===== config.mk =====
export PLATFORM = sky130hd
export DESIGN_NAME = gpt_port
export DESIGN_NICKNAME = d
export VERILOG_FILES = /design/src/design/gpt_pkg.sv /design/src/design/gpt_port.sv
export VERILOG_INCLUDE_DIRS = /design/src /design/src/design
export SDC_FILE = /design/constraint.sdc
export NUM_CORES = 1
export LEC_CHECK = 0
export BUFFER_PORTS_ARGS = -buffer_cell sky130_fd_sc_hd__buf_2
export CORE_UTILIZATION = 45
export DETAILED_ROUTE_END_ITERATION = 10
export PLACE_DENSITY = 0.77
export SLEW_MARGIN = 30
export SYNTH_ARGS = -nofsm -noshare
export SYNTH_HDL_FRONTEND = slang
export SYNTH_SLANG_ARGS = --single-unit

===== constraint.sdc =====
create_clock -name clk -period 3.7 [get_ports clk]
set_input_delay 0.37 -clock clk [delete_from_list [all_inputs] [get_ports clk]]
set_output_delay 0.37 -clock clk [all_outputs]
set_load 0.005 [all_outputs]

===== src/design/gpt_consts.svh =====
// Register offsets, field positions, reset values and timer constants of the general-purpose port.
`ifndef GPT_CONSTS_SVH
`define GPT_CONSTS_SVH
`define GPT_CTRL_OFFSET   8'h3C
`define GPT_TOE_BIT       15
`define GPT_DIR_LSB       8
`define GPT_VAL_LSB       0
`define GPT_CTRL_RESET    16'h0000
`define GPT_CTRL_WMASK    16'h8F0F
`define GPT_TIM_OFFSET    8'h24
`define GPT_PRD_OFFSET    8'h25
`define GPT_TCR_OFFSET    8'h26
`define GPT_PRD_RESET     16'hFFFF
`define GPT_TCR_RESET     16'h0000
`define GPT_TCR_STOP_BIT  4
`define GPT_TCR_RELOAD_BIT 5
`define GPT_TCR_DIS_BIT   15
`define GPT_TCR_PSC_LSB   0
`define GPT_TCR_TDD_LSB   6
`define GPT_TCR_WMASK     16'h83DF
`define GPT_SHARED_PIN    3
`define GPT_BRANCH_PIN    2
`endif


===== src/design/gpt_pkg.sv =====
// Types shared by the general-purpose port with timer output.
package gpt_pkg;
  typedef struct packed
  {
    logic        wr;
    logic        rd;
    logic [7:0]  addr;
    logic [15:0] wdata;
  } gpt_bus_req_t;
  typedef struct packed
  {
    logic [3:0] value;
    logic [3:0] enable;
  } gpt_pin_drive_t;
endpackage


===== src/design/gpt_port.sv =====
// Four-pin general-purpose port with a down-counting timer whose pulse may drive pin 3.
//
// Function
// One port control register at data offset 0x3c governs the four pins.
// Timer output enable at bit 15 clear keeps pin 3 ordinary; resets clear.
// With timer output enable set, pin 3 drives timer pulse; its data bit reads it.
// Bits 14-12 and 7-4 are reserved and affect no port logic.
// Bits 11-8 are per-pin directions; clear means input, the reset state.
// Bits 3-0 drive output pins and read back sampled input levels.
// Pin 2 stays ordinary; as input its level feeds the branch condition.
// Timer has a 16-bit down-counter and 4-bit prescaler, clocked by the cpu clock.
// Each decrement to zero raises timer interrupt and produces output pulse.
// Software can stop, restart, reset and disable the timer through control bits.
// Timer pulse reaches pin 3 only while external interface select is low.
// Reserved bits read as zero and ignore writes.
`timescale 1ns/1ps
`include "gpt_consts.svh"
module gpt_port #(
  parameter int PinCount = 4
)(
  input  wire logic                    clk,
  input  wire logic                    rst_n,
  input  wire gpt_pkg::gpt_bus_req_t   busReq,
  output logic [15:0]                  busRdata,
  input  wire logic [PinCount-1:0]     pinIn,
  output logic [PinCount-1:0]          pinOut,
  output logic [PinCount-1:0]          pinOe,
  input  wire logic                    externalInterfaceSelect,
  output logic                         branchInputCondition,
  output logic                         timerIrq,
  output logic                         timerOut
);

  ////////////////////////////////////////////////////////////////////////////
  // Input synchronisers.
  logic [PinCount-1:0] pinMeta_q;
  logic [PinCount-1:0] pinSync_q;
  logic                xioMeta_q;
  logic                xioSync_q;

  always_ff @(posedge clk or negedge rst_n)
  begin
    if (!rst_n)
    begin
      pinMeta_q <= '0;
      pinSync_q <= '0;
      xioMeta_q <= 1'b0;
      xioSync_q <= 1'b0;
    end
    else
    begin
      pinMeta_q <= pinIn;
      pinSync_q <= pinMeta_q;
      xioMeta_q <= externalInterfaceSelect;
      xioSync_q <= xioMeta_q;
    end
  end

  ////////////////////////////////////////////////////////////////////////////
  // Register decode.
  logic [15:0] ctrl_q;
  logic [15:0] period_q;
  logic [15:0] tcr_q;
  logic [15:0] count_q;
  logic [3:0]  psc_q;

  wire selCtrl  = (busReq.addr == `GPT_CTRL_OFFSET);
  wire selTim   = (busReq.addr == `GPT_TIM_OFFSET);
  wire selPrd   = (busReq.addr == `GPT_PRD_OFFSET);
  wire selTcr   = (busReq.addr == `GPT_TCR_OFFSET);
  wire wrCtrl   = busReq.wr && selCtrl;
  wire wrTim    = busReq.wr && selTim;
  wire wrPrd    = busReq.wr && selPrd;
  wire wrTcr    = busReq.wr && selTcr;

  wire [PinCount-1:0] dirBits = ctrl_q[`GPT_DIR_LSB +: PinCount];
  wire [PinCount-1:0] valBits = ctrl_q[`GPT_VAL_LSB +: PinCount];
  wire                toutEn  = ctrl_q[`GPT_TOE_BIT];
  wire                tcrStop = tcr_q[`GPT_TCR_STOP_BIT];
  wire                tcrDis  = tcr_q[`GPT_TCR_DIS_BIT];
  wire [3:0]          tddq    = tcr_q[`GPT_TCR_TDD_LSB +: 4];
  wire                tcrReload = wrTcr && busReq.wdata[`GPT_TCR_RELOAD_BIT];

  // Timer pulse routed to the shared pin only while external interface select is low.
  wire toutRoute = toutEn && !xioSync_q;

  ////////////////////////////////////////////////////////////////////////////
  // Port control register; reserved bits never stored.
  always_ff @(posedge clk or negedge rst_n)
  begin
    if (!rst_n)
      ctrl_q <= `GPT_CTRL_RESET;
    else if (wrCtrl)
      ctrl_q <= busReq.wdata & `GPT_CTRL_WMASK;
  end

  ////////////////////////////////////////////////////////////////////////////
  // Timer: prescaler counts down from its reload, then the counter steps.
  wire running   = !tcrStop && !tcrDis;
  wire pscZero   = (psc_q == 4'h0);
  wire stepCount = running && pscZero;
  wire cntZero   = (count_q == 16'h0000);
  wire hitZero   = stepCount && (count_q == 16'h0001) && !tcrReload && !wrTim;

  always_ff @(posedge clk or negedge rst_n)
  begin
    if (!rst_n)
      tcr_q <= `GPT_TCR_RESET;
    else if (wrTcr)
      tcr_q <= busReq.wdata & `GPT_TCR_WMASK;
  end

  always_ff @(posedge clk or negedge rst_n)
  begin
    if (!rst_n)
      period_q <= `GPT_PRD_RESET;
    else if (wrPrd)
      period_q <= busReq.wdata;
  end

  always_ff @(posedge clk or negedge rst_n)
  begin
    if (!rst_n)
      psc_q <= '0;
    else if (tcrReload || !running || pscZero)
      psc_q <= tcrReload ? busReq.wdata[`GPT_TCR_TDD_LSB +: 4] : tddq;
    else
      psc_q <= psc_q - 4'h1;
  end

  always_ff @(posedge clk or negedge rst_n)
  begin
    if (!rst_n)
      count_q <= `GPT_PRD_RESET;
    else if (tcrReload)
      count_q <= period_q;
    else if (wrTim)
      count_q <= busReq.wdata;
    else if (stepCount)
      count_q <= cntZero ? period_q : count_q - 16'h0001;
  end

  always_ff @(posedge clk or negedge rst_n)
  begin
    if (!rst_n)
    begin
      timerIrq <= 1'b0;
      timerOut <= 1'b0;
    end
    else
    begin
      timerIrq <= hitZero;
      timerOut <= hitZero;
    end
  end

  ////////////////////////////////////////////////////////////////////////////
  // Pin drive and branch condition.
  gpt_pkg::gpt_pin_drive_t drive;
  always_comb
  begin
    drive.value  = valBits;
    drive.enable = dirBits;
    if (toutRoute)
    begin
      drive.value[`GPT_SHARED_PIN]  = timerOut;
      drive.enable[`GPT_SHARED_PIN] = 1'b1;
    end
  end

  always_ff @(posedge clk or negedge rst_n)
  begin
    if (!rst_n)
    begin
      pinOut               <= '0;
      pinOe                <= '0;
      branchInputCondition <= 1'b0;
    end
    else
    begin
      pinOut               <= drive.value;
      pinOe                <= drive.enable;
      branchInputCondition <= dirBits[`GPT_BRANCH_PIN] ? 1'b0 : pinSync_q[`GPT_BRANCH_PIN];
    end
  end

  ////////////////////////////////////////////////////////////////////////////
  // Read data: inputs show pin level, outputs show the written bit; pin 3 shows the timer pulse while timer output enable is set.
  logic [PinCount-1:0] readVal;
  always_comb
  begin
    readVal = (dirBits & valBits) | (~dirBits & pinSync_q);
    if (toutEn)
      readVal[`GPT_SHARED_PIN] = timerOut;
  end

  wire [15:0] ctrlRead = {toutEn, 3'h0, dirBits, 4'h0, readVal};
  wire [15:0] rdNext   = !busReq.rd ? 16'h0000 :
                         selCtrl ? ctrlRead :
                         selTim  ? count_q :
                         selPrd  ? period_q :
                         selTcr  ? tcr_q : 16'h0000;

  always_ff @(posedge clk or negedge rst_n)
  begin
    if (!rst_n)
      busRdata <= '0;
    else
      busRdata <= rdNext;
  end

  ////////////////////////////////////////////////////////////////////////////
  // Checks.
  AST_RESERVED_ZERO: assert property (@(posedge clk) disable iff (!rst_n)
    busReq.rd && selCtrl |=> (busRdata[14:12] == 3'h0) && (busRdata[7:4] == 4'h0))
    else $error("Reserved bits read non-zero.");
  AST_CTRL_WRITE: assert property (@(posedge clk) disable iff (!rst_n)
    wrCtrl |=> ctrl_q == ($past(busReq.wdata) & `GPT_CTRL_WMASK))
    else $error("Control write not stored.");
  AST_TIMER_OUTPUT_ENABLE_DRIVE: assert property (@(posedge clk) disable iff (!rst_n)
    toutRoute |=> pinOe[`GPT_SHARED_PIN] && pinOut[`GPT_SHARED_PIN] == $past(timerOut))
    else $error("Timer pulse not on shared pin.");
  AST_TIMER_OUTPUT_ENABLE_BLOCKED: assert property (@(posedge clk) disable iff (!rst_n)
    xioSync_q && !dirBits[`GPT_SHARED_PIN] |=> !pinOe[`GPT_SHARED_PIN])
    else $error("Timer drove pin in interface mode.");
  AST_PLAIN_PIN3: assert property (@(posedge clk) disable iff (!rst_n)
    !toutEn |=> pinOe[`GPT_SHARED_PIN] == $past(dirBits[`GPT_SHARED_PIN]))
    else $error("Pin 3 not ordinary when timer output off.");
  AST_DIR_DRIVE: assert property (@(posedge clk) disable iff (!rst_n)
    1'b1 |=> pinOe[1:0] == $past(dirBits[1:0]) && pinOut[1:0] == $past(valBits[1:0]))
    else $error("Direction or value mismatch.");
  AST_BRANCH: assert property (@(posedge clk) disable iff (!rst_n)
    !dirBits[`GPT_BRANCH_PIN] |=> branchInputCondition == $past(pinSync_q[`GPT_BRANCH_PIN]))
    else $error("Branch condition lost pin level.");
  AST_DECREMENT: assert property (@(posedge clk) disable iff (!rst_n)
    stepCount && !cntZero && !tcrReload && !wrTim |=> count_q == $past(count_q) - 16'h0001)
    else $error("Counter did not decrement.");
  AST_ZERO_PULSE: assert property (@(posedge clk) disable iff (!rst_n)
    hitZero |=> timerIrq && timerOut ##1 !timerIrq)
    else $error("Missing one-cycle timer pulse.");
  AST_STOP_HOLD: assert property (@(posedge clk) disable iff (!rst_n)
    tcrStop && !wrTim && !tcrReload |=> count_q == $past(count_q))
    else $error("Stopped timer moved.");

  ////////////////////////////////////////////////////////////////////////////
  // Checks on the pins and the read path.
  AST_TIMER_OUTPUT_ENABLE_READ: assert property (@(posedge clk) disable iff (!rst_n)
    busReq.rd && selCtrl && toutEn |=> busRdata[`GPT_SHARED_PIN] == $past(timerOut))
    else $error("Pin 3 data bit does not show the timer pulse.");
  AST_INPUT_READ: assert property (@(posedge clk) disable iff (!rst_n)
    busReq.rd && selCtrl && !dirBits[0] |=> busRdata[0] == $past(pinSync_q[0]))
    else $error("Input pin read does not show its level.");
  AST_OUTPUT_READ: assert property (@(posedge clk) disable iff (!rst_n)
    busReq.rd && selCtrl && dirBits[1] |=> busRdata[1] == $past(valBits[1]))
    else $error("Output pin read does not show its data bit.");
  AST_UNMAPPED_READ: assert property (@(posedge clk) disable iff (!rst_n)
    busReq.rd && !selCtrl && !selTim && !selPrd && !selTcr |=> busRdata == 16'h0000)
    else $error("Unmapped read returned data.");
  AST_RESERVED_STORE: assert property (@(posedge clk) disable iff (!rst_n)
    1'b1 |-> (ctrl_q & ~`GPT_CTRL_WMASK) == 16'h0000)
    else $error("Reserved control bits were stored.");
  AST_PLAIN_VALUE: assert property (@(posedge clk) disable iff (!rst_n)
    !toutRoute |=> pinOut[`GPT_SHARED_PIN] == $past(valBits[`GPT_SHARED_PIN]))
    else $error("Pin 3 value not from its data bit.");
  AST_XIO_DIR: assert property (@(posedge clk) disable iff (!rst_n)
    xioSync_q |=> pinOe[`GPT_SHARED_PIN] == $past(dirBits[`GPT_SHARED_PIN]))
    else $error("Pin 3 enable not from its direction in interface mode.");
  AST_BRANCH_OUT: assert property (@(posedge clk) disable iff (!rst_n)
    dirBits[`GPT_BRANCH_PIN] |=> !branchInputCondition)
    else $error("Branch condition set while pin 2 is an output.");

  ////////////////////////////////////////////////////////////////////////////
  // Checks on the timer.
  AST_TCR_STORE: assert property (@(posedge clk) disable iff (!rst_n)
    wrTcr |=> tcr_q == ($past(busReq.wdata) & `GPT_TCR_WMASK))
    else $error("Timer control write not stored.");
  AST_RELOAD: assert property (@(posedge clk) disable iff (!rst_n)
    tcrReload |=> count_q == $past(period_q))
    else $error("Reload did not copy the period.");
  AST_WRAP: assert property (@(posedge clk) disable iff (!rst_n)
    stepCount && cntZero && !tcrReload && !wrTim |=> count_q == $past(period_q))
    else $error("Counter did not wrap to the period.");
  AST_IDLE_HOLD: assert property (@(posedge clk) disable iff (!rst_n)
    !stepCount && !tcrReload && !wrTim |=> count_q == $past(count_q))
    else $error("Counter moved without a step.");
  AST_PSC_RELOAD: assert property (@(posedge clk) disable iff (!rst_n)
    running && pscZero && !tcrReload |=> psc_q == $past(tddq))
    else $error("Prescaler did not reload.");
  AST_DISABLE_HOLD: assert property (@(posedge clk) disable iff (!rst_n)
    tcrDis && !wrTim && !tcrReload |=> count_q == $past(count_q))
    else $error("Disabled timer moved.");
  AST_IRQ_ONLY_ZERO: assert property (@(posedge clk) disable iff (!rst_n)
    !hitZero |=> !timerIrq)
    else $error("Timer interrupt without reaching zero.");
  AST_IRQ_OUT_SAME: assert property (@(posedge clk) disable iff (!rst_n)
    1'b1 |-> timerIrq == timerOut)
    else $error("Timer interrupt and pulse differ.");

  // Main scenarios worth seeing.
  COV_TIMER_OUTPUT_ENABLE_PIN: cover property (@(posedge clk) disable iff (!rst_n) toutRoute && timerOut);
  COV_ZERO: cover property (@(posedge clk) disable iff (!rst_n) hitZero);
  COV_BRANCH: cover property (@(posedge clk) disable iff (!rst_n) branchInputCondition);
  COV_RELOAD: cover property (@(posedge clk) disable iff (!rst_n) tcrReload);
  COV_STOP: cover property (@(posedge clk) disable iff (!rst_n) tcrStop);

endmodule


## After elaboration in Yosys (flattened, before gate mapping)

Cells that the tools add are included.

- Equality and inequality tests: 5
- Add/subtract/negate cells: 2
- Bitwise gates (word level): 4
- Mux-type cells: 15
- Reductions and logical operators: 22

Operators by type and width:

| cell | number |
|---|---|
| $mux W16 | 9 |
| $eq A8 B6 Y1 const B | 4 |
| $eq A16 B1 Y1 const B | 1 |
| $logic_not A16 Y1 | 1 |
| $sub A16 B1 Y16 const B | 1 |
| $logic_and A1 B1 Y1 | 11 |
| $and A4 B4 Y4 | 2 |
| $mux W4 | 2 |
| $logic_not A1 Y1 | 6 |
| $logic_not A4 Y1 | 1 |
| $mux W1 | 4 |
| $not A4 Y4 | 1 |
| $or A4 B4 Y4 | 1 |
| $sub A4 B1 Y4 const B | 1 |
| $reduce_bool A3 Y1 | 1 |
| $logic_or A1 B1 Y1 | 2 |

- Output and inout port bits: 27
- Input bits: 33
- Register bits: 91
- Word-level logic and storage cells: 62

## Depth between registers and ports, before layout

Gate-level depths: netlist of the first run.

- Depth after elaboration: 6
- Gate-level depth with buffers: 8
- Depth with buffers taken out: 7

## Worst setup path after synthesis of the first run

OpenSTA, ideal clock, no wires.

- Path kind: reg2reg
- Start: reg psc_q[0]
- End: reg count_q[13]
- Arrival: 1,932 ps
- Data required time: 3,640 ps
- Setup time: 60 ps
- Buffers on the path: 0
- Slack: 1,709 ps
- Clock period less this slack: 1,991 ps
- Stages on the path, launching flop included: 8
- Cell sequence: dfrtp_1 inv_1 ha_1 or3b_2 nand2b_4 or4_1 a21oi_1 a211o_1

- Word-level cells in the longest chain between the ends: 3

Ends and longest elaborated chain:

| what | RTL line | RTL |
|---|---|---|
| start: declaration | gpt_port.sv:65 | `logic [3:0] psc_q;` |
| start signal: assignment | gpt_port.sv:126 | `` psc_q <= tcrReload ? busReq.wdata[`GPT_TCR_TDD_LSB +: 4] : tddq; `` |
| start signal: assignment | gpt_port.sv:128 | `psc_q <= psc_q - 4'h1;` |
| $logic_not A4 Y1 | gpt_port.sv:100 | `wire pscZero = (psc_q == 4'h0);` |
| $logic_and A1 B1 Y1 | gpt_port.sv:101 | `wire stepCount = running && pscZero;` |
| $reduce_bool A3 Y1 (no source line) | n/a |  |
| end signal: assignment | gpt_port.sv:134 | `` count_q <= `GPT_PRD_RESET; `` |
| end signal: assignment | gpt_port.sv:136 | `count_q <= period_q;` |
| end signal: assignment | gpt_port.sv:138 | `count_q <= busReq.wdata;` |
| end: declaration | gpt_port.sv:64 | `logic [15:0] count_q;` |

No other way between the ends.
A chain may end at the register's enable or synchronous reset.

## Worst setup path in the final report of the first run

- Start: reg count_q[1]
- End: reg count_q[4]

- Word-level cells in the longest chain between the ends: 5
- Elaborated cells between the ends (all ways): 6
- Those cells by class: 1 x add/sub; 4 x mux; 1 x reduce/logical

Ends and longest elaborated chain:

| what | RTL line | RTL |
|---|---|---|
| $sub A16 B1 Y16 / $logic_not A16 Y1 (equally long branches) | gpt_port.sv:140, gpt_port.sv:102 |  |
| $mux W16 (*) | gpt_port.sv:140 | `count_q <= cntZero ? period_q : count_q - 16'h0001;` |
| $mux W16 (*) | gpt_port.sv:139 | `else if (stepCount)` |
| $mux W16 (*) | gpt_port.sv:137 | `else if (wrTim)` |
| $mux W16 (*) | gpt_port.sv:135 | `else if (tcrReload)` |

Mark *: on every way between the ends. The rest lies on a longest branch, timed or not. The select of a mux whose other input is x is not followed.

==> impl_metrics.yaml, run 1 <==
status:
  status: "finished clean"
sta:
  period_needed_ns: 2.47
  hold-worst-slack_ns: 0.0543
  fin_crit_sh_pct: 66.6
  max-slew-margin-rel_pct: 47.0
  clock.fmax_mhz: 406
  clock_skew_ns: 0.0169
  tightest_slew_ns: 0.795
  setup-tns-final_ns: 0
  hold_viol_final: 0
  slew_viol_final: 0
  setup_viol: 0
  rsz0062_at_grt: "no"
setup_path:
  critPathSlowestCell: "nand4_1"
  worstPathArrival_ns: 2.74
  max_stage_delay_ns: 0.66
  reg2reg_depth: 7
  cp_max_fo: 15
  worstSetupStartpointType: "register"
  cp_cell_sequence: "inv_1, ha_1, nor4b_1, nand4_1, nand2_1, o22ai_1, a211oi_1"
  critPathCaptureType: "register"
  crit_type: "register to register"
  timing.rr.end: "count_q[4]$_DFFE_PN1P_"
  required_ns: 3.98
  path_delay_family: "simple AND/OR/NAND/NOR gates"
  rrSetupSlack_ns: 1.23
  r2r_start: "count_q[1]$_DFFE_PN1P_"
  cp_num_buf_inv: 1
power:
  cellPowerDensity_mw_per_mm2: 505
  leakagePower_uw: 0.00227
  peakVddDrop_v: 0.000218
  p_total_uw: 2570
logic_synthesis:
  synth.most_common_cell: "dfrtp_1"
  synth_nets: 434
  ys_top_cells_by_area: "dfrtp_1 (33%), dfstp_2 (19%), mux2_2 (7.5%)"
  synth_adder_area_share_pct: 1.39
  synth.area.mux_share_pct: 11.7
  synth_seq_cells: 91
  synth_async_sr_flop_share_pct: 100
  synth_top_family_by_area: "simple AND/OR/NAND/NOR gates"
  yosysSeqAreaShare_pct: 51.3
  ys_top_cells_by_count: "dfrtp_1 (59), nand2_1 (36), dfstp_2 (32)"
  avgSynthCellArea_sq_um: 11.4
  yosys.area.top_type_share_pct: 32.7
  synth_largest_area_cell: "dfrtp_1"
  synth-edff-count: 0
  yosysWarnings: 0
  syn_inst: 396
  yosys.area_share.simple_pct: 15.7
  syn_area_sq_mm: 0.00451
  synth_compound_area_share_pct: 15.0
  synth_cell_types: 64
  synthXorXnorAreaFrac_pct: 1.94
  synthFlopType: "dfrtp_1"
placement:
  dpl.hpwl_microns: 7400
  numPortBuffers: 59
  place_congestion: 0.939
  dp_cells: 574
global_route:
  grt_pass1_vias: 3407
  grt_max_degree: 92
  grt-ovfl-total: 0
  antenna_found_initial: 0
  grt_pass1_wl_microns: 17600
  grtUsageTotal_pct: 22.2
floorplan:
  initial_core_util_pct: 46.4
  row_count: 36
  die-area_sq_mm: 0.0104
  pin_count: 60
  die_h_microns: 102
  die_x_microns: 102
  core-area_sq_mm: 0.00973
clock_tree:
  cts_sinks: 91
  post-cts-setup-buffer-count: 0
  clock_latency_ns: 0.37
  cts_tree: "yes"
  cts_buffers: 9
  clockBufferDepth: 2
  root_buffer: "clkbuf_8"
  cts_resized: 0
  htree_levels: 3
  path_clk_slew_ns: 0.10
  hold_buffers: 0
cells_and_area:
  stdcell_count: 590
  num-nets-final: 490
  antenna_cells: 0
  drive_above_1_share_pct: 36.3
  area_delta_synth_final_pct: 12.8
detailed_routing:
  dr.pass1.iters: 6
  wl_microns: 10800
  ant_nets: 0
  vias: 3464
  first_iter_violations: 306
  viasPerCell: 5.87
  routedWlPerCell_microns: 18.2
  drc_errors: 0
worst_hold_path:
  hp-class: "primary input to async pin"
job:
  cap_violations: 0
==> cells in the final DEF, fill, tap and decap left out, types with 4 or more instances in the layout <==
cell / instances
a211oi_1: 5
a21boi_0: 7
a21oi_1: 16
a222oi_1: 9
a22oi_1: 6
a31oi_1: 5
buf_2: 58
clkbuf_8: 10
dfrtp_1: 59
dfstp_2: 32
ha_1: 5
inv_1: 7
mux2_2: 30
mux2_4: 10
mux2i_1: 4
nand2_1: 36
nand2b_1: 6
nand3_1: 6
nand4_1: 5
nor2_1: 23
nor3_1: 11
nor4_1: 4
o211ai_1: 4
o21ai_0: 18
o22ai_1: 8
xnor2_1: 6
xor2_1: 4
==> flip-flops by register name, summed over array words and instances (netlist names) <==
register              flops
pinOut                    4
tcr_q                    10
pinSync_q                 4
branchInputCondition      1
pinMeta_q                 4
busRdata                 16
psc_q                     4
xioMeta_q                 1
ctrl_q                    9
pinOe                     4
count_q                  16
timerOut                  1
period_q                 16
xioSync_q                 1
==> worst max-delay path by stage <==
stage                            from  cells after the start  slack [ns]                      end
5_1_grt        count_q[0]$_DFFE_PN1P_                      7        0.95   count_q[8]$_DFFE_PN1P_
3_3_place_gp               busReq[22]                      6        1.25     tcr_q[9]$_DFFE_PN0N_
6_report       count_q[1]$_DFFE_PN1P_                      7        1.23   count_q[4]$_DFFE_PN1P_
3_5_place_dp               busReq[22]                      6        1.26     tcr_q[4]$_DFFE_PN0N_
2_1_floorplan      psc_q[0]$_DFF_PN0_                      7        1.71  count_q[13]$_DFFE_PN1P_
4_1_cts        count_q[0]$_DFFE_PN1P_                      7        1.28   count_q[4]$_DFFE_PN1P_
==> report_power, final <==
part / leakage, uW / internal, uW / switching [uW]
sequential: 0.00112 / 1150 / 144
combinational: 0.00106 / 271 / 350
clock: 0.0000969 / 277 / 381
total: 0.00227 / 1700 / 875
==> logic make-up (layout without fill, tap and decap cells) <==
| family | after synthesis | after routing |
|---|---|---|
| compound gates | 97 | 97 |
| xor+xnor | 10 | 10 |
| fa+ha+maj | 5 | 5 |
| buf+inv | 24 | 85 |
| flops | 91 | 91 |
| mux | 44 | 44 |
| simple gates | 125 | 125 |
==> metrics by stage <==
step           util [%]  worst slack [ns]  cell area (sq um)
6_report           52.3              1.23               5090
5_1_grt            52.3             0.955               5090
4_1_cts            52.3              1.28               5090
3_5_place_dp       50.3              1.26               4900
3_3_place_gp       50.3              1.25               4890
2_1_floorplan         -              1.71               4510
==> final cells by class <==
cell class / instances / area [sq um]
Inverter: 7 / 26.3
Multi-Input combinational cell: 281 / 2060
Tap cell: 133 / 166
Timing Repair Buffer: 62 / 324
Clock inverter: 6 / 56.3
Fill cell: 884 / 4640
Sequential cell: 91 / 2320
Clock buffer: 10 / 138
==> worst reg2reg max path, stage by stage (launching register included) <==
cell,delay [ns]
dfstp_2,0.41
inv_1,0.10
ha_1,0.21
nor4b_1,0.35
nand4_1,0.66
nand2_1,0.28
o22ai_1,0.11
a211oi_1,0.27
==> routing by layer <==
layer	wire, microns	GRT usage, %	vias to the layer above
met5	0	0	-
met4	172	8.24	0
met3	634	3.42	13
met2	5150	35.7	137
met1	4810	30.5	1728
li1	-	-	1586
Note: power is estimated with default switching activity, not from simulation.
==> run 2, diff against run 1 <==
--- a/config.mk
+++ b/config.mk
@@ -9,7 +9,7 @@
 export BUFFER_PORTS_ARGS = -buffer_cell sky130_fd_sc_hd__buf_2
 export CORE_UTILIZATION = 45
 export DETAILED_ROUTE_END_ITERATION = 10
-export PLACE_DENSITY = 0.77
+export PLACE_DENSITY = 0.79
 export SLEW_MARGIN = 30
 export SYNTH_ARGS = -nofsm -noshare
 export SYNTH_HDL_FRONTEND = slang
==> constraint.sdc (replaced) <==
create_clock -name clk -period 2.2 [get_ports clk]
set_input_delay 0.22 -clock clk [delete_from_list [all_inputs] [get_ports clk]]
set_output_delay 0.22 -clock clk [all_outputs]
set_load 0.005 [all_outputs]
==> impl_metrics.yaml, run 2 (same netlist as run 1, synthesis figures left out) <==
status:
  status: "finished clean"
floorplan:
  core-area_sq_mm: 0.00973
  row_count: 36
  pin_count: 60
  initial_core_util_pct: 46.4
  die-area_sq_mm: 0.0104
  die_h_microns: 102
  die_x_microns: 102
clock_tree:
  root_buffer: "clkbuf_8"
  htree_levels: 3
  path_clk_slew_ns: 0.10
  clockBufferDepth: 2
  clock_latency_ns: 0.38
  cts_tree: "yes"
  cts_buffers: 9
  cts_sinks: 91
power:
  cellPowerDensity_mw_per_mm2: 855
  combinationalPowerShare_pct: 27.3
  pwr-share-clk_pct: 26.2
  internal_power_uw: 3080
  switching_share_pct: 33.5
  leakagePower_uw: 0.00246
  p_switching_uw: 1550
  peakVddDrop_v: 0.000561
  seqPwrFrac_pct: 46.5
sta:
  max-slew-margin-rel_pct: 57.1
  fin_crit_sh_pct: 94.8
  setup-tns-final_ns: 0
  hold_viol_final: 0
  setup_ws_ns: 0.113
  rsz0062_at_grt: "no"
  clock_skew_ns: 0.0115
  period_needed_ns: 2.09
  tightest_slew_ns: 0.643
  setup_viol: 0
  clock.fmax_mhz: 479
  slew_viol_final: 0
global_route:
  grt_pass1_vias: 3691
  grt_pass1_wl_microns: 19500
  antenna_found_initial: 0
  grtUsageTotal_pct: 25.2
  grt_max_degree: 49
  grt-ovfl-total: 0
placement:
  dpl.hpwl_microns: 8660
  numPortBuffers: 59
  place_ws_ns: 0.0619
  place_congestion: 0.934
cells_and_area:
  mostFrequentLayoutCell: "dfrtp_1"
  drive_above_1_share_pct: 40.4
  final_cell_mix: "dfrtp_1 (59), buf_2 (58), nand2_1 (36)"
  reg_top3: "busRdata (16), count_q (16), period_q (16)"
  antenna_cells: 0
  num-nets-final: 526
  area_delta_synth_final_pct: 20.1
worst_hold_path:
  worstHoldStart: "busReq[7]"
  whs_path_depth: 3
  hp-class: "primary input to register"
  hold-path-endpoint: "count_q[7]$_DFFE_PN1P_"
setup_path:
  cp_max_fo: 6
  critPathCaptureType: "register"
  reg2reg_depth: 7
  crit_type: "register to register"
  required_ns: 2.52
  worstPathArrival_ns: 2.41
  worstSetupStartpointType: "register"
  rrSetupSlack_ns: 0.11
  r2r_start: "psc_q[0]$_DFF_PN0_"
  timing.rr.end: "count_q[12]$_DFFE_PN1P_"
detailed_routing:
  vias: 3627
  dr.pass1.iters: 5
  ant_nets: 0
  first_iter_violations: 310
  wl_microns: 12000
  viasPerCell: 5.79
  routedWlPerCell_microns: 19.1
  drc_errors: 0
job:
  cap_violations: 0
==> run 2: what timing repair did <==
action,in CTS,in global routing
gates resized for setup,0,4
endpoints found under the hold margin,41,0
endpoints found under the setup margin,0,10
buffers inserted,0,1
hold buffers,6,0
==> run 2: final cells by class <==
| cell class | count | area, sq um |
|---|---|---|
| clock buffer | 9 | 124 |
| clock inverter | 7 | 93.8 |
| fill | 880 | 4310 |
| inverter | 7 | 26.3 |
| multi-input combinational | 281 | 2080 |
| sequential | 91 | 2320 |
| tap | 133 | 166 |
| timing repair buffer | 98 | 618 |
==> run 2: power groups by stage <==
stage	combinational, uW	sequential, uW	clock [uW]
after detailed placement	1230	2170	0
after CTS	1240	2140	1240
after floorplan	817	2090	0
after global routing	1410	2180	1310
after global placement	1200	2170	0
final	1270	2160	1210
==> run 2: critical path: stages, from the launching register on <==
cell	delay, ns
dfrtp_1	0.41
inv_1	0.09
ha_1	0.14
or3b_4	0.39
nand2b_4	0.18
or4_1	0.54
a21oi_2	0.16
a211o_1	0.11
==> run 2: through the flow <==
stage                     utilization (%)  area, sq um  hold WS (ns)  cells  power, uW
after floorplan                         -         4510       -0.0756    396       2900
after global placement               52.7         5120         0.273    603       3360
after detailed placement             52.7         5120         0.277    603       3400
after CTS                            55.5         5400        0.0844    625       4620
after global routing                 55.7         5420        0.0883    626       4910
final                                55.7         5420        0.0941    626       4640
==> run 2: worst max path at each step <==
| stage | endpoint | from | cells after the start | slack (ns) |
|---|---|---|---|---|
| 3_3_place_gp | count_q[13]$_DFFE_PN1P_ | psc_q[0]$_DFF_PN0_ | 7 | 0.14 |
| 5_1_grt | count_q[3]$_DFFE_PN1P_ | psc_q[0]$_DFF_PN0_ | 8 | 0.01 |
| 3_5_place_dp | count_q[12]$_DFFE_PN1P_ | psc_q[0]$_DFF_PN0_ | 7 | 0.06 |
| 4_1_cts | count_q[0]$_DFFE_PN1P_ | psc_q[0]$_DFF_PN0_ | 7 | 0.03 |
| 2_1_floorplan | count_q[13]$_DFFE_PN1P_ | psc_q[0]$_DFF_PN0_ | 7 | 0.21 |
| 6_report | count_q[12]$_DFFE_PN1P_ | psc_q[0]$_DFF_PN0_ | 7 | 0.11 |
==> run 2: routing by layer <==
metal	share of wire, %	vias up	global-route usage, %
li1	-	1654	-
met5	0	-	0
met1	44	1820	33.0
met4	2.4	0	10.1
met2	48	124	40.3
met3	5.4	29	6.29
